**src/csp_pkg.sv**
```systemverilog
// Constants and state type of the clocked serial shift port
package csp_pkg;
	// Register addresses
	localparam logic [15:0] CSP_A_CTRL = 16'hff70;
	localparam logic [15:0] CSP_A_CFG = 16'hff71;
	localparam logic [15:0] CSP_A_DLO = 16'hff72;
	localparam logic [15:0] CSP_A_DHI = 16'hff73;
	localparam logic [15:0] CSP_A_IEN = 16'hffe2;
	localparam logic [15:0] CSP_A_IFL = 16'hfff2;
	// Field positions of serial_control
	localparam int CSP_B_PFS = 0;
	localparam int CSP_B_TRIG = 1;
	localparam int CSP_B_SOE = 2;
	// Field positions of serial_clock_config
	localparam int CSP_B_MODE = 0;
	localparam int CSP_B_PHASE = 2;
	localparam int CSP_B_ORDER = 3;
	// Bit of serial_irq_enable and serial_irq_flag
	localparam int CSP_B_IRQ = 0;
	// Pin positions on the shared port
	localparam int CSP_P_SIN = 0;
	localparam int CSP_P_SERIAL_OUT_PIN = 1;
	localparam int CSP_P_SCLK = 2;
	localparam int CSP_P_RDY = 3;
	// Clock modes
	localparam logic [1:0] CSP_M_SLAVE = 2'h0;
	localparam logic [1:0] CSP_M_TIMER = 2'h1;
	localparam logic [1:0] CSP_M_HALF = 2'h2;
	localparam logic [1:0] CSP_M_OSC = 2'h3;
	// Index of the last of eight clock cycles
	localparam logic [2:0] CSP_CNT_LAST = 3'h7;
	localparam logic [3:0] CSP_ZERO4 = 4'h0;

	// Whole state of the block
	typedef struct packed {
		logic pfs;
		logic soe;
		logic run;
		logic [1:0] mode;
		logic phase;
		logic order;
		logic [7:0] sh;
		logic [2:0] cnt;
		logic flag;
		logic ien;
		logic clk;
		logic pclk;
		logic rdy;
		logic div;
		logic serial_out_pin;
		logic [3:0] rdata;
	} csp_state_t;

	// Reset: port use, slave mode, idle clock, flags clear
	localparam csp_state_t CSP_RST = '0;
endpackage

```
**src/csp_shift_port.sv**
```systemverilog
// Clocked serial shift port with shared general port pins
`timescale 1ns/100ps
module csp_shift_port
	import csp_pkg::*;
#(
	parameter bit POS_POL = 1'b1
) (
	// Clock and reset
	input wire logic clk_i,
	input wire logic rst_b_i,
	// Register port
	input wire logic [15:0] addr_i,
	input wire logic [3:0] wdata_i,
	input wire logic wr_i,
	input wire logic rd_i,
	output logic [3:0] rdata_o,
	// Clock sources, one-cycle pulses
	input wire logic osc_tick_i,
	input wire logic tmr2_uf_i,
	// General port side
	input wire logic [3:0] gpio_out_i,
	input wire logic [3:0] gpio_oe_i,
	// Shared pins
	input wire logic [3:0] pin_in_i,
	output logic [3:0] pin_out_o,
	output logic [3:0] pin_oe_o,
	// Interrupt request
	output logic irq_o
);

	csp_state_t st;
	csp_state_t next_st;
	logic trig;
	logic master;
	logic mtick;
	logic lvl;
	logic rise;
	logic fall;
	logic samp;
	logic obit;
	logic [7:0] shin;

	// Clock pin level seen as active-high, whatever the build polarity
	assign lvl = POS_POL ? pin_in_i[CSP_P_SCLK] : ~pin_in_i[CSP_P_SCLK];
	assign master = st.mode != CSP_M_SLAVE;
	assign trig = wr_i && addr_i == CSP_A_CTRL && wdata_i[CSP_B_TRIG];

	// Master half-period tick per mode; timer underflow toggles the
	// clock, so a full cycle spans two underflows
	always_comb begin
		unique case (st.mode)
			CSP_M_OSC: mtick = osc_tick_i;
			CSP_M_HALF: mtick = osc_tick_i && st.div;
			CSP_M_TIMER: mtick = tmr2_uf_i;
			CSP_M_SLAVE: mtick = 1'b0;
		endcase
	end

	// Active edges; after the eighth cycle run drops and masks them
	always_comb begin
		if (master) begin
			rise = st.run && mtick && !st.clk;
			fall = st.run && mtick && st.clk;
		end else begin
			rise = st.run && lvl && !st.pclk;
			fall = st.run && !lvl && st.pclk;
		end
	end

	// Bit order steers which end leaves and which end fills
	assign obit = st.order ? st.sh[7] : st.sh[0];
	assign shin = st.order ? {st.sh[6:0], pin_in_i[CSP_P_SIN]}
		: {pin_in_i[CSP_P_SIN], st.sh[7:1]};
	// Phase picks the sampling edge in the active-high view
	assign samp = st.phase ? rise : fall;

	// Next state: register writes first, then shift events,
	// so a completion in the clearing cycle keeps the flag set
	always_comb begin
		next_st = st;
		next_st.pclk = lvl;
		if (osc_tick_i) begin
			next_st.div = ~st.div;
		end
		next_st.rdata = CSP_ZERO4;
		if (rd_i) begin
			unique case (addr_i)
				CSP_A_CTRL: next_st.rdata = {1'b0, st.soe, st.run, st.pfs};
				CSP_A_CFG: next_st.rdata = {st.order, st.phase, st.mode};
				CSP_A_DLO: next_st.rdata = st.sh[3:0];
				CSP_A_DHI: next_st.rdata = st.sh[7:4];
				CSP_A_IEN: next_st.rdata = {3'h0, st.ien};
				CSP_A_IFL: next_st.rdata = {3'h0, st.flag};
				default: next_st.rdata = CSP_ZERO4;
			endcase
			if (addr_i == CSP_A_DHI) begin
				next_st.rdy = 1'b0;
			end
		end
		if (wr_i) begin
			unique case (addr_i)
				CSP_A_CTRL: begin
					next_st.pfs = wdata_i[CSP_B_PFS];
					next_st.soe = wdata_i[CSP_B_SOE];
				end
				CSP_A_CFG: begin
					next_st.mode = wdata_i[CSP_B_MODE +: 2];
					next_st.phase = wdata_i[CSP_B_PHASE];
					next_st.order = wdata_i[CSP_B_ORDER];
				end
				CSP_A_DLO: next_st.sh[3:0] = wdata_i;
				CSP_A_DHI: begin
					next_st.sh[7:4] = wdata_i;
					next_st.rdy = 1'b0;
				end
				CSP_A_IEN: next_st.ien = wdata_i[CSP_B_IRQ];
				CSP_A_IFL: begin
					if (wdata_i[CSP_B_IRQ]) begin
						next_st.flag = 1'b0;
					end
				end
				default: next_st.sh = st.sh;
			endcase
		end
		// Trigger starts a fresh group of eight from an idle clock
		if (trig) begin
			next_st.run = 1'b1;
			next_st.cnt = 3'h0;
			next_st.clk = 1'b0;
			next_st.rdy = 1'b1;
			next_st.serial_out_pin = obit;
		end else begin
			if (master && mtick && st.run) begin
				next_st.clk = ~st.clk;
			end
			// Output bit changes on the active-going edge
			if (rise) begin
				next_st.serial_out_pin = obit;
				if (!master) begin
					next_st.rdy = 1'b0;
				end
			end
			if (samp) begin
				next_st.sh = shin;
			end
			// Each falling edge closes one cycle; eighth one ends it
			if (fall) begin
				next_st.cnt = st.cnt + 3'h1;
				if (st.cnt == CSP_CNT_LAST) begin
					next_st.run = 1'b0;
					next_st.flag = 1'b1;
				end
			end
		end
	end

	// State register
	always_ff @(posedge clk_i) begin
		if (!rst_b_i) begin
			st <= CSP_RST;
		end else begin
			st <= next_st;
		end
	end

	// Pin sharing; with port select low the general port owns all
	always_comb begin
		pin_out_o = gpio_out_i;
		pin_oe_o = gpio_oe_i;
		if (st.pfs) begin
			pin_out_o[CSP_P_SIN] = 1'b0;
			pin_oe_o[CSP_P_SIN] = 1'b0;
			if (st.soe) begin
				pin_out_o[CSP_P_SERIAL_OUT_PIN] = st.serial_out_pin;
				pin_oe_o[CSP_P_SERIAL_OUT_PIN] = 1'b1;
			end
			pin_out_o[CSP_P_SCLK] = POS_POL ? st.clk : ~st.clk;
			pin_oe_o[CSP_P_SCLK] = master;
			if (!master) begin
				pin_out_o[CSP_P_RDY] = POS_POL ? st.rdy : ~st.rdy;
				pin_oe_o[CSP_P_RDY] = 1'b1;
			end
		end
	end

	assign rdata_o = st.rdata;
	// Flag is kept even when masked; only the request is gated
	assign irq_o = st.flag && st.ien;
endmodule

```
**config.mk**
```make
export PLATFORM = sky130hd
export DESIGN_NAME = csp_shift_port
export DESIGN_NICKNAME = d
export VERILOG_FILES = /design/src/csp_pkg.sv /design/src/csp_shift_port.sv
export SDC_FILE = /design/constraint.sdc
export NUM_CORES = 1
export LEC_CHECK = 0
export ABC_AREA = 1
export BUFFER_PORTS_ARGS = -buffer_cell sky130_fd_sc_hd__buf_2
export CAP_MARGIN = 15
export CORE_ASPECT_RATIO = 1.1
export CORE_MARGIN = 5
export CORE_UTILIZATION = 53
export CTS_CLUSTER_DIAMETER = 30
export DETAILED_ROUTE_END_ITERATION = 8
export PLACE_DENSITY = 0.8
export SYNTH_ARGS = -nofsm -noshare
export SYNTH_HDL_FRONTEND = slang
export SYNTH_SLANG_ARGS = --single-unit
```
**constraint.sdc**
```tcl
create_clock -name clk_i -period 1.6 [get_ports clk_i]
set_input_delay 0.08 -clock clk_i [delete_from_list [all_inputs] [get_ports clk_i]]
set_output_delay 0.08 -clock clk_i [all_outputs]
set_load 0.005 [all_outputs]
```
==> results of run 1 <==
-- layer usage --
| metal | part of all wire [%] | global-route usage [%] |
|---|---|---|
| met5 | 0 | 0 |
| met4 | 2.8 | 10.14 |
| met3 | 8.8 | 5.239 |
| met2 | 46 | 33.30 |
| met1 | 43 | 25.97 |
-- area by class of cell --
| cell class | count | area, um2 | area share [%] |
|---|---|---|---|
| tap | 48 | 60.06 | 2.588 |
| inverter | 39 | 150.1 | 6.469 |
| clock buffer | 6 | 51.30 | 2.210 |
| multi-input combinational | 217 | 1155 | 49.76 |
| sequential | 29 | 584.3 | 25.18 |
| clock inverter | 2 | 37.54 | 1.617 |
| timing repair buffer | 53 | 282.8 | 12.18 |
-- cell usage in the layout, fill, tap and decap left out, types with 2 or more instances in the layout --
cell type      count
nand2_1           79
buf_2             48
nor2_1            34
inv_1             33
dfxtp_1           26
o21ai_0           22
a21oi_1           15
nand3_1           13
nand4_1           11
nor2_2             6
inv_2              5
clkbuf_4           5
nand2_2            4
o21ai_1            4
nand3_4            4
nor3_1             3
nor3_2             3
buf_4              3
dfxtp_2            3
clkinvlp_4         2
nor2_4             2
nand4_4            2
o21bai_1           2
nand3_2            2
nand2_4            2
ha_1               2
dlygate4sd3_1      2
-- sequential cells by signal (all words and copies together), names as in the netlist --
signal / cells
st: 25
rdata_o: 4
-- power groups by stage --
stage                     registers (uW)  clock network [uW]  logic [uW]
after floorplan                      743                   0        58.1
after global placement               743                   0         128
after detailed placement             743                   0         131
after CTS                            727                 670         135
after global routing                 728                 700         152
final                                727                 664         136
-- logic make-up after synthesis --
kind of cell,after synthesis
and+or+nand+nor,169
buffers and inverters,50
AOI/OAI and AO/OA,43
DFF,29
adders and majority gates,2
xor gates and xnor gates,1
muxes,1
-- tightest hold or removal path, cell delays in order --
cell and delay (ns):
buf_2 0.12, nand2_1 0.08, a21oi_1 0.05
-- per-stage QoR --
stage          hold WS (ns)  total power, uW  cells
3_5_place_dp         0.2759            873.9    381
3_3_place_gp         0.2704            871.5    381
6_report            0.02887             1526    394
5_1_grt             0.04231             1580    394
2_1_floorplan        0.1735            801.1    295
4_1_cts             0.02477             1531    391
-- what timing repair did --
item,in CTS,in global routing
endpoints found under the setup margin,1,10
buffers inserted,0,2
hold buffers,2,0
pin swaps,0,2
endpoints found under the hold margin,2,0
gates cloned,0,1
resized for setup,2,9
-- worst max-delay path by stage --
| stage | from | to | slack, ns | cells after the start |
|---|---|---|---|---|
| floorplan | st[24] | st[20] | 0.27 | 10 |
| global placement | st[24] | st[17] | 0.13 | 9 |
| finish | st[26] | st[17] | 0.04 | 8 |
| global route | st[26] | st[21] | -0.1 | 8 |
| detailed placement | st[24] | st[21] | 0.09 | 9 |
| CTS | st[24] | st[21] | 0.02 | 10 |
==> metrics, run 1 <==
final-report hold violation count 0; DP Worst Slack 0.08949 ns; # clock sinks 29; Post-Route Setup TNS 0 ns; most frequent cell after synthesis nand2_1; Internal Power 1153 uW; share of cells above drive strength 1 27.75%; Peak Freq 640.7 MHz; post-synthesis mux area share 0.5894%; Arr. time, crit path 1.84 ns; Cell Area, Synth 1911 um2; Mapped Nets 335; Routed Antenna Nets 0; max_cap viols 0; r2r setup slk 0.04 ns; n_diodes 0; chip height 72.97 um; Synth-to-Final Area Change 21.48%; Slew HR 72.93%; power share of the sequential group 47.6%; CTS tree yes; root buffer cell clkbuf_4; synth top area cells dfxtp_1 30%, nand2_1 16%, nor2_1 6.9%; Worst VDD drop 0.5673 mV; gr usage total 20.88%; number of flops mapped to enable cells by yosys 0; Synth warnings 0; largest family of logic cells by synthesized area simple AND/OR/NAND/NOR gates; I/O Buffers 48; CP max stage cell dfxtp_1; RR Endpoint st[17]; Final Cycle Share 97.55%; # IOs 51; 1st-iter DRT viols 140; sequential element share of the synthesized area 30.39%; final setup fails 0; Setup crit end kind flop; H-tree levels 2; Hold Startpoint rd_i; design area 2321 um2; top cells by count, synth 79 x nand2_1, 35 x nor2_1, 34 x inv_1, 29 x dfxtp_1, 22 x o21ai_0; CP max stage delay 0.41 ns; Mapped Cells 295; remaining global-route overflow 0; Post-synth ARST share 0%; drt first pass iters 4; routed len/inst 12.54 um; Clock Pin Slew Worst Setup and Hold Paths 0.11 ns; status finished, final reports clean; insertion delay to the later sink of the worst-skew pair 0.34 ns; Vias 2006; post-layout util 68.00%; Post-DP HPWL 3.475 mm; count of state elements after synthesis 29; maximum number of pins on one net before global-route repair 23; post-synthesis adder-cell area fraction 1.310%; clock share of power 43.5%; fin crit period 1.561 ns; vias in the first global route 1885; DP Area 2140 um2; combinational share of power 8.9%; simple-gate share of the synthesized area 43.94%; Vias per Instance 5.091; cts bufs inserted 5; std cell rows 22; worst reg2reg startpoint st[26]; Max Slew Vio Count 0; Sw Share 24.43%; Main synth FF type dfxtp_1; Post-Synth XOR/XNOR Area 0.4584%; crit-path cells inv_1 -> nor3_1 -> nand2_1 -> nand3_4 -> nand3_4 -> nand2_1 -> nand2_1 -> nor2_1; Total Wirelength 4.939 mm; Initial Util 55.98%; average cell area after synthesis 6.477 um2; kind of critical path reg -> reg; # DRC 0; CP Launch Type flop; slew of the pin with the lowest slew margin 0.4060 ns; PD cells 657.5 nW/um2; Clock Skew 0.008371 ns; core area 3413 um2; fillers 319; switching component of the power 372.8 uW; hold endpoint rdata_o[0]; Leakage 0.001127 uW; Yosys top cell by area dfxtp_1; CTS Buffer Depth 2; Nets 385; die width 67.25 um; Worst Hold Class in -> reg; WP data required 1.88 ns; FF-to-FF path depth 8; full die area 4907 um2; Hold Crit Depth 3; CP max FO 8; GPL Wtd Cong 0.8738; Synth Area in Compound Gates 11.53%; initial antenna violation count 0; Cell variety after synth 30; Buf/Inv on CP 1; area share of the largest cell type after synthesis 30.39%; final worst slack 0.03924 ns; Worst path most repeated cell nand2_1; first-pass GRT wire length 7.914 mm; CP delay by family, top simple AND/OR/NAND/NOR gates
(Power assumes the default switching activity.)
==> inputs of run 2 (changes only) <==
==> constraint.sdc (replaced) <==
create_clock -name clk_i -period 1.6 [get_ports clk_i]
set_input_delay 0.16 -clock clk_i [delete_from_list [all_inputs] [get_ports clk_i]]
set_output_delay 0.16 -clock clk_i [all_outputs]
set_load 0.005 [all_outputs]
==> metrics, run 2 (synthesis results as in run 1) <==
vias in the first global route 1816 (was 1885); std cell rows 22 (unchanged); Synth-to-Final Area Change 20.56% (was 21.48%); routed len/inst 12.31 um (was 12.54 um); root buffer cell clkbuf_4 (unchanged); status finished, final reports clean (unchanged); Routed Antenna Nets 0 (unchanged); maximum number of pins on one net before global-route repair 23 (unchanged); drt first pass iters 5 (was 4); final-report hold violation count 0 (unchanged); gr usage total 20.58% (was 20.88%); placed insts 383 (was 381); most frequent cells in the layout 79 x nand2_1, 48 x buf_2, 34 x nor2_1 (unchanged); Clock Pin Slew Worst Setup and Hold Paths 0.10 ns (was 0.11 ns); max FFs per register 25 (unchanged); Vias per Instance 5.273 (was 5.091); kind of critical path reg -> out (was reg -> reg); Total Wirelength 4.876 mm (was 4.939 mm); Post-DP HPWL 3.502 mm (was 3.475 mm); commonest non-fill, non-tap cell in the layout nand2_1 (unchanged); Final Cycle Share 96.00% (was 97.55%); chip height 72.97 um (unchanged); Worst Hold Class in -> reg (unchanged); max_cap viols 0 (unchanged); fillers 329 (was 319); Most flops, register st (unchanged); Arr. time, crit path 1.38 ns (was 1.84 ns); Setup crit end kind primary output (was flop); Vias 2088 (was 2006); n_diodes 0 (unchanged); CTS tree yes (unchanged); # DRC 0 (unchanged); I/O Buffers 48 (unchanged); slew of the pin with the lowest slew margin 0.4295 ns (was 0.4060 ns); cts bufs inserted 5 (unchanged); Leakage 0.001138 uW (was 0.001127 uW); Hold-fix buffers, CTS 0 (was 2); remaining global-route overflow 0 (unchanged); Initial Util 55.98% (unchanged); die width 67.25 um (unchanged); initial antenna violation count 0 (unchanged); final setup fails 0 (unchanged); core area 3413 um2 (unchanged); WP data required 1.44 ns (was 1.88 ns); CP max FO 3 (was 8); Slew HR 71.37% (was 72.93%); full die area 4907 um2 (unchanged); # clock sinks 29 (unchanged); H-tree levels 2 (unchanged); Clock Skew 0.01548 ns (was 0.008371 ns); Worst VDD drop 0.5930 mV (was 0.5673 mV); share of cells above drive strength 1 28.45% (was 27.75%); first-pass GRT wire length 7.900 mm (was 7.914 mm); GPL Wtd Cong 0.8599 (was 0.8738); insertion delay to the later sink of the worst-skew pair 0.34 ns (about the same); # IOs 51 (unchanged); Nets 387 (was 385); Peak Freq 651.0 MHz (was 640.7 MHz); Layout Cells excl Fill 396 (was 394); Hold Slack 0.01792 ns (was 0.02887 ns); fin crit period 1.536 ns (was 1.561 ns); CP Launch Type flop (unchanged); CTS Buffer Depth 2 (unchanged); 1st-iter DRT viols 179 (was 140); PD cells 603.8 nW/um2 (was 657.5 nW/um2); Max Slew Vio Count 0 (unchanged)
==> run 2: changes by cell type in the layout (fill, tap and decap cells not counted), moves of 2 or more <==
cell,delta
dfxtp_4,+2
nand3_4,-2
dfxtp_2,-2
dlygate4sd3_1,-2
buf_4,+4
==> run 2: worst max-delay path: stages, from the launching register on <==
cell and delay (ns):
dfxtp_4 0.37, clkinvlp_4 0.11, nor2_4 0.15, mux2_4 0.30
buf_2 0.12
==> run 2: layout make-up <==
type | count | area, um2 | share of cell area, %
inverters | 39 | 152.6 | 6.627
clock inverters | 1 | 5.005 | 0.2173
multi-input cells | 217 | 1139 | 49.43
clock buffers | 7 | 65.06 | 2.825
repair buffers | 55 | 292.8 | 12.71
flip-flops and latches | 29 | 589.3 | 25.58
well taps | 48 | 60.06 | 2.607
==> run 2: where the power goes <==
group	leakage (uW)	switching (uW)	internal [uW]
clock	0.0000413	278	254
combinational	0.000861	79.2	55.7
sequential	0.000236	2.19	721
==> run 2: through the flow <==
| step | TNS, ns | util (%) | setup slack (ns) | instance area (um2) | total power, uW |
|---|---|---|---|---|---|
| 6_report | 0 | 67.49 | 0.06393 | 2303 | 1391 |
| 3_5_place_dp | 0 | 63.12 | 0.07668 | 2155 | 875.6 |
| 2_1_floorplan | 0 | - | 0.2668 | 1911 | 801.1 |
| 5_1_grt | -0.005537 | 67.49 | -0.005537 | 2303 | 1452 |
| 3_3_place_gp | 0 | 63.12 | 0.1268 | 2155 | 872.3 |
| 4_1_cts | 0 | 65.47 | 0.00007039 | 2235 | 1401 |
==> run 2: path summary, 6_finish.rpt <==
path | from | end | slack (ns) | depth (start not counted)
hold reg to reg | st[5] | st[5] | 0.47 | 1
setup reg to reg | st[24] | st[14] | 0.13 | 9
setup / recovery | st[28] | pin_out_o[3] | 0.06 | 4
hold / removal | pin_in_i[2] | st[7] | 0.02 | 3
==> run 2: metal layers <==
layer | up-vias | global-route usage (%) | wire (um)
met2 | 99 | 34.50 | 2224
met3 | 8 | 5.855 | 475
met1 | 930 | 25.26 | 2108
met5 | - | 0 | 0
li1 | 1051 | - | -
met4 | 0 | 6.306 | 68
==> run 2: repair_timing <==
item                       CTS  global route
setup buffers                0             4
resized for setup            4             8
setup endpoints to repair    1             9
pin swaps                    1             2
cloned                       0             1
==> inputs of run 3 (changes only) <==
Settings changed: RECOVER_POWER set to 25.
==> metrics, run 3 (synthesis results as in run 1) <==
Clock Pin Slew Worst Setup and Hold Paths 0.10 ns (about the same); most frequent cells in the layout 80 x nand2_1, 47 x buf_2, 35 x nor2_1 (was 79 x nand2_1, 48 x buf_2, 34 x nor2_1); vias in the first global route 1816 (unchanged); Post-DP HPWL 3.502 mm (unchanged); H-tree levels 2 (unchanged); status finished, final reports clean (unchanged); CP max stage cell dfxtp_4 (unchanged); Arr. time, crit path 1.38 ns (about the same); Final Cycle Share 95.96% (was 96.00%); Vias per Instance 5.275 (was 5.273); WP data required 1.44 ns (about the same); max_cap viols 0 (unchanged); kind of critical path reg -> out (unchanged); RR Endpoint st[14] (unchanged); Slew HR 71.13% (was 71.37%); Worst Hold Class in -> reg (unchanged); max FFs per register 25 (unchanged); slew of the pin with the lowest slew margin 0.4331 ns (was 0.4295 ns); Peak Freq 651.3 MHz (was 651.0 MHz); Total Wirelength 4.894 mm (was 4.876 mm); GPL Wtd Cong 0.8599 (unchanged); 1st-iter DRT viols 167 (was 179); Post-Route Setup TNS 0 ns (unchanged); # DRC 0 (unchanged); routed len/inst 12.36 um (was 12.31 um); post-layout util 67.30% (was 67.49%); Reg area 589.3 um2 (unchanged); share of cells above drive strength 1 27.59% (was 28.45%); initial antenna violation count 0 (unchanged); # IOs 51 (unchanged); Setup crit end kind primary output (unchanged); final setup fails 0 (unchanged); die width 67.25 um (unchanged); CP max stage delay 0.37 ns (about the same); Routed Antenna Nets 0 (unchanged); CP max FO 3 (unchanged); gr usage total 20.58% (unchanged); first-pass GRT wire length 7.900 mm (unchanged); Vias 2089 (was 2088); FF-to-FF path depth 9 (unchanged); Nets 387 (unchanged); Initial Util 55.98% (unchanged); Clock Skew 0.01529 ns (was 0.01548 ns); worst reg2reg startpoint st[24] (unchanged); Worst VDD drop 0.5926 mV (was 0.5930 mV); maximum number of pins on one net before global-route repair 23 (unchanged); crit-path cells clkinvlp_4 -> nor2_4 -> mux2_4 -> buf_2 (unchanged); fillers 332 (was 329); PD cells 604.8 nW/um2 (was 603.8 nW/um2); multi-input logic area 1134 um2 (was 1139 um2); hold endpoint st[7] (unchanged); CTS tree yes (unchanged); cts bufs inserted 5 (unchanged); fin crit period 1.535 ns (was 1.536 ns); root buffer cell clkbuf_4 (unchanged); n_diodes 0 (unchanged); Hold Crit Depth 3 (unchanged); r2r setup slk 0.14 ns (was 0.13 ns); chip height 72.97 um (unchanged); CP Launch Type flop (unchanged); full die area 4907 um2 (unchanged); Leakage 0.001133 uW (was 0.001138 uW); Max Slew Vio Count 0 (unchanged); Synth-to-Final Area Change 20.24% (was 20.56%); I/O Buffers 48 (unchanged); core area 3413 um2 (unchanged); final-report hold violation count 0 (unchanged); Most flops, register st (unchanged); remaining global-route overflow 0 (unchanged); # clock sinks 29 (unchanged); commonest non-fill, non-tap cell in the layout nand2_1 (unchanged); CTS Buffer Depth 2 (unchanged); insertion delay to the later sink of the worst-skew pair 0.34 ns (about the same); drt first pass iters 7 (was 5); std cell rows 22 (unchanged); Hold Startpoint pin_in_i[2] (unchanged)
==> run 3: area by class of cell <==
cell class	count	area share, %
multi-input combinational	217	49.35
sequential	29	25.65
timing repair buffer	55	12.69
inverter	39	6.645
clock buffer	7	2.832
tap	48	2.614
clock inverter	1	0.2179
==> run 3: worst max-delay path, delay by kind of cell (launching register included) <==
kind / cells / cell delay, ns
buf+inv: 2 / 0.23
flops: 1 / 0.37
mux: 1 / 0.30
simple gates: 1 / 0.15
==> run 3: per-stage QoR <==
stage	instances	total power [uW]	worst slack (ns)	instance area (um2)	hold slack [ns]
after floorplan	295	801.1	0.2668	1911	0.2535
after global placement	383	872.3	0.1268	2155	0.3503
after detailed placement	383	875.6	0.07668	2155	0.3615
after CTS	391	1401	0.00007039	2235	0.009820
after global routing	396	1452	-0.005537	2297	0.03070
final	396	1389	0.06469	2297	0.01878
==> run 3: where the power goes <==
part	leakage, uW	internal (uW)	switching, uW
clock network	0.0000413	255	277
logic	0.000856	55.7	79.2
registers	0.000236	721	2.19
==> run 3: worst max path at each step <==
stage	cells past startpoint	end	slack, ns	start
floorplan	10	st[20]	0.27	st[24]
global placement	9	st[15]	0.13	st[24]
detailed placement	10	st[27]	0.08	addr_i[9]
CTS	5	pin_out_o[3]	0.00007	st[25]
global route	4	pin_out_o[3]	-0.006	st[28]
finish	4	pin_out_o[3]	0.06	st[28]
==> run 3: routing by layer <==
metal / wire (um) / GRT usage [%]
met2: 2234 / 34.50
met1: 2133 / 25.26
met5: 0 / 0
met4: 58 / 6.306
met3: 468 / 5.855
==> run 3: timing repair <==
action | CTS | global route
pin swaps | 1 | 2
gates cloned | 0 | 1
buffers inserted | 0 | 4
endpoints found under the hold margin | 0 | 0
endpoints found under the setup margin | 1 | 9
hold buffers | 0 | 0
resized for setup | 4 | 8
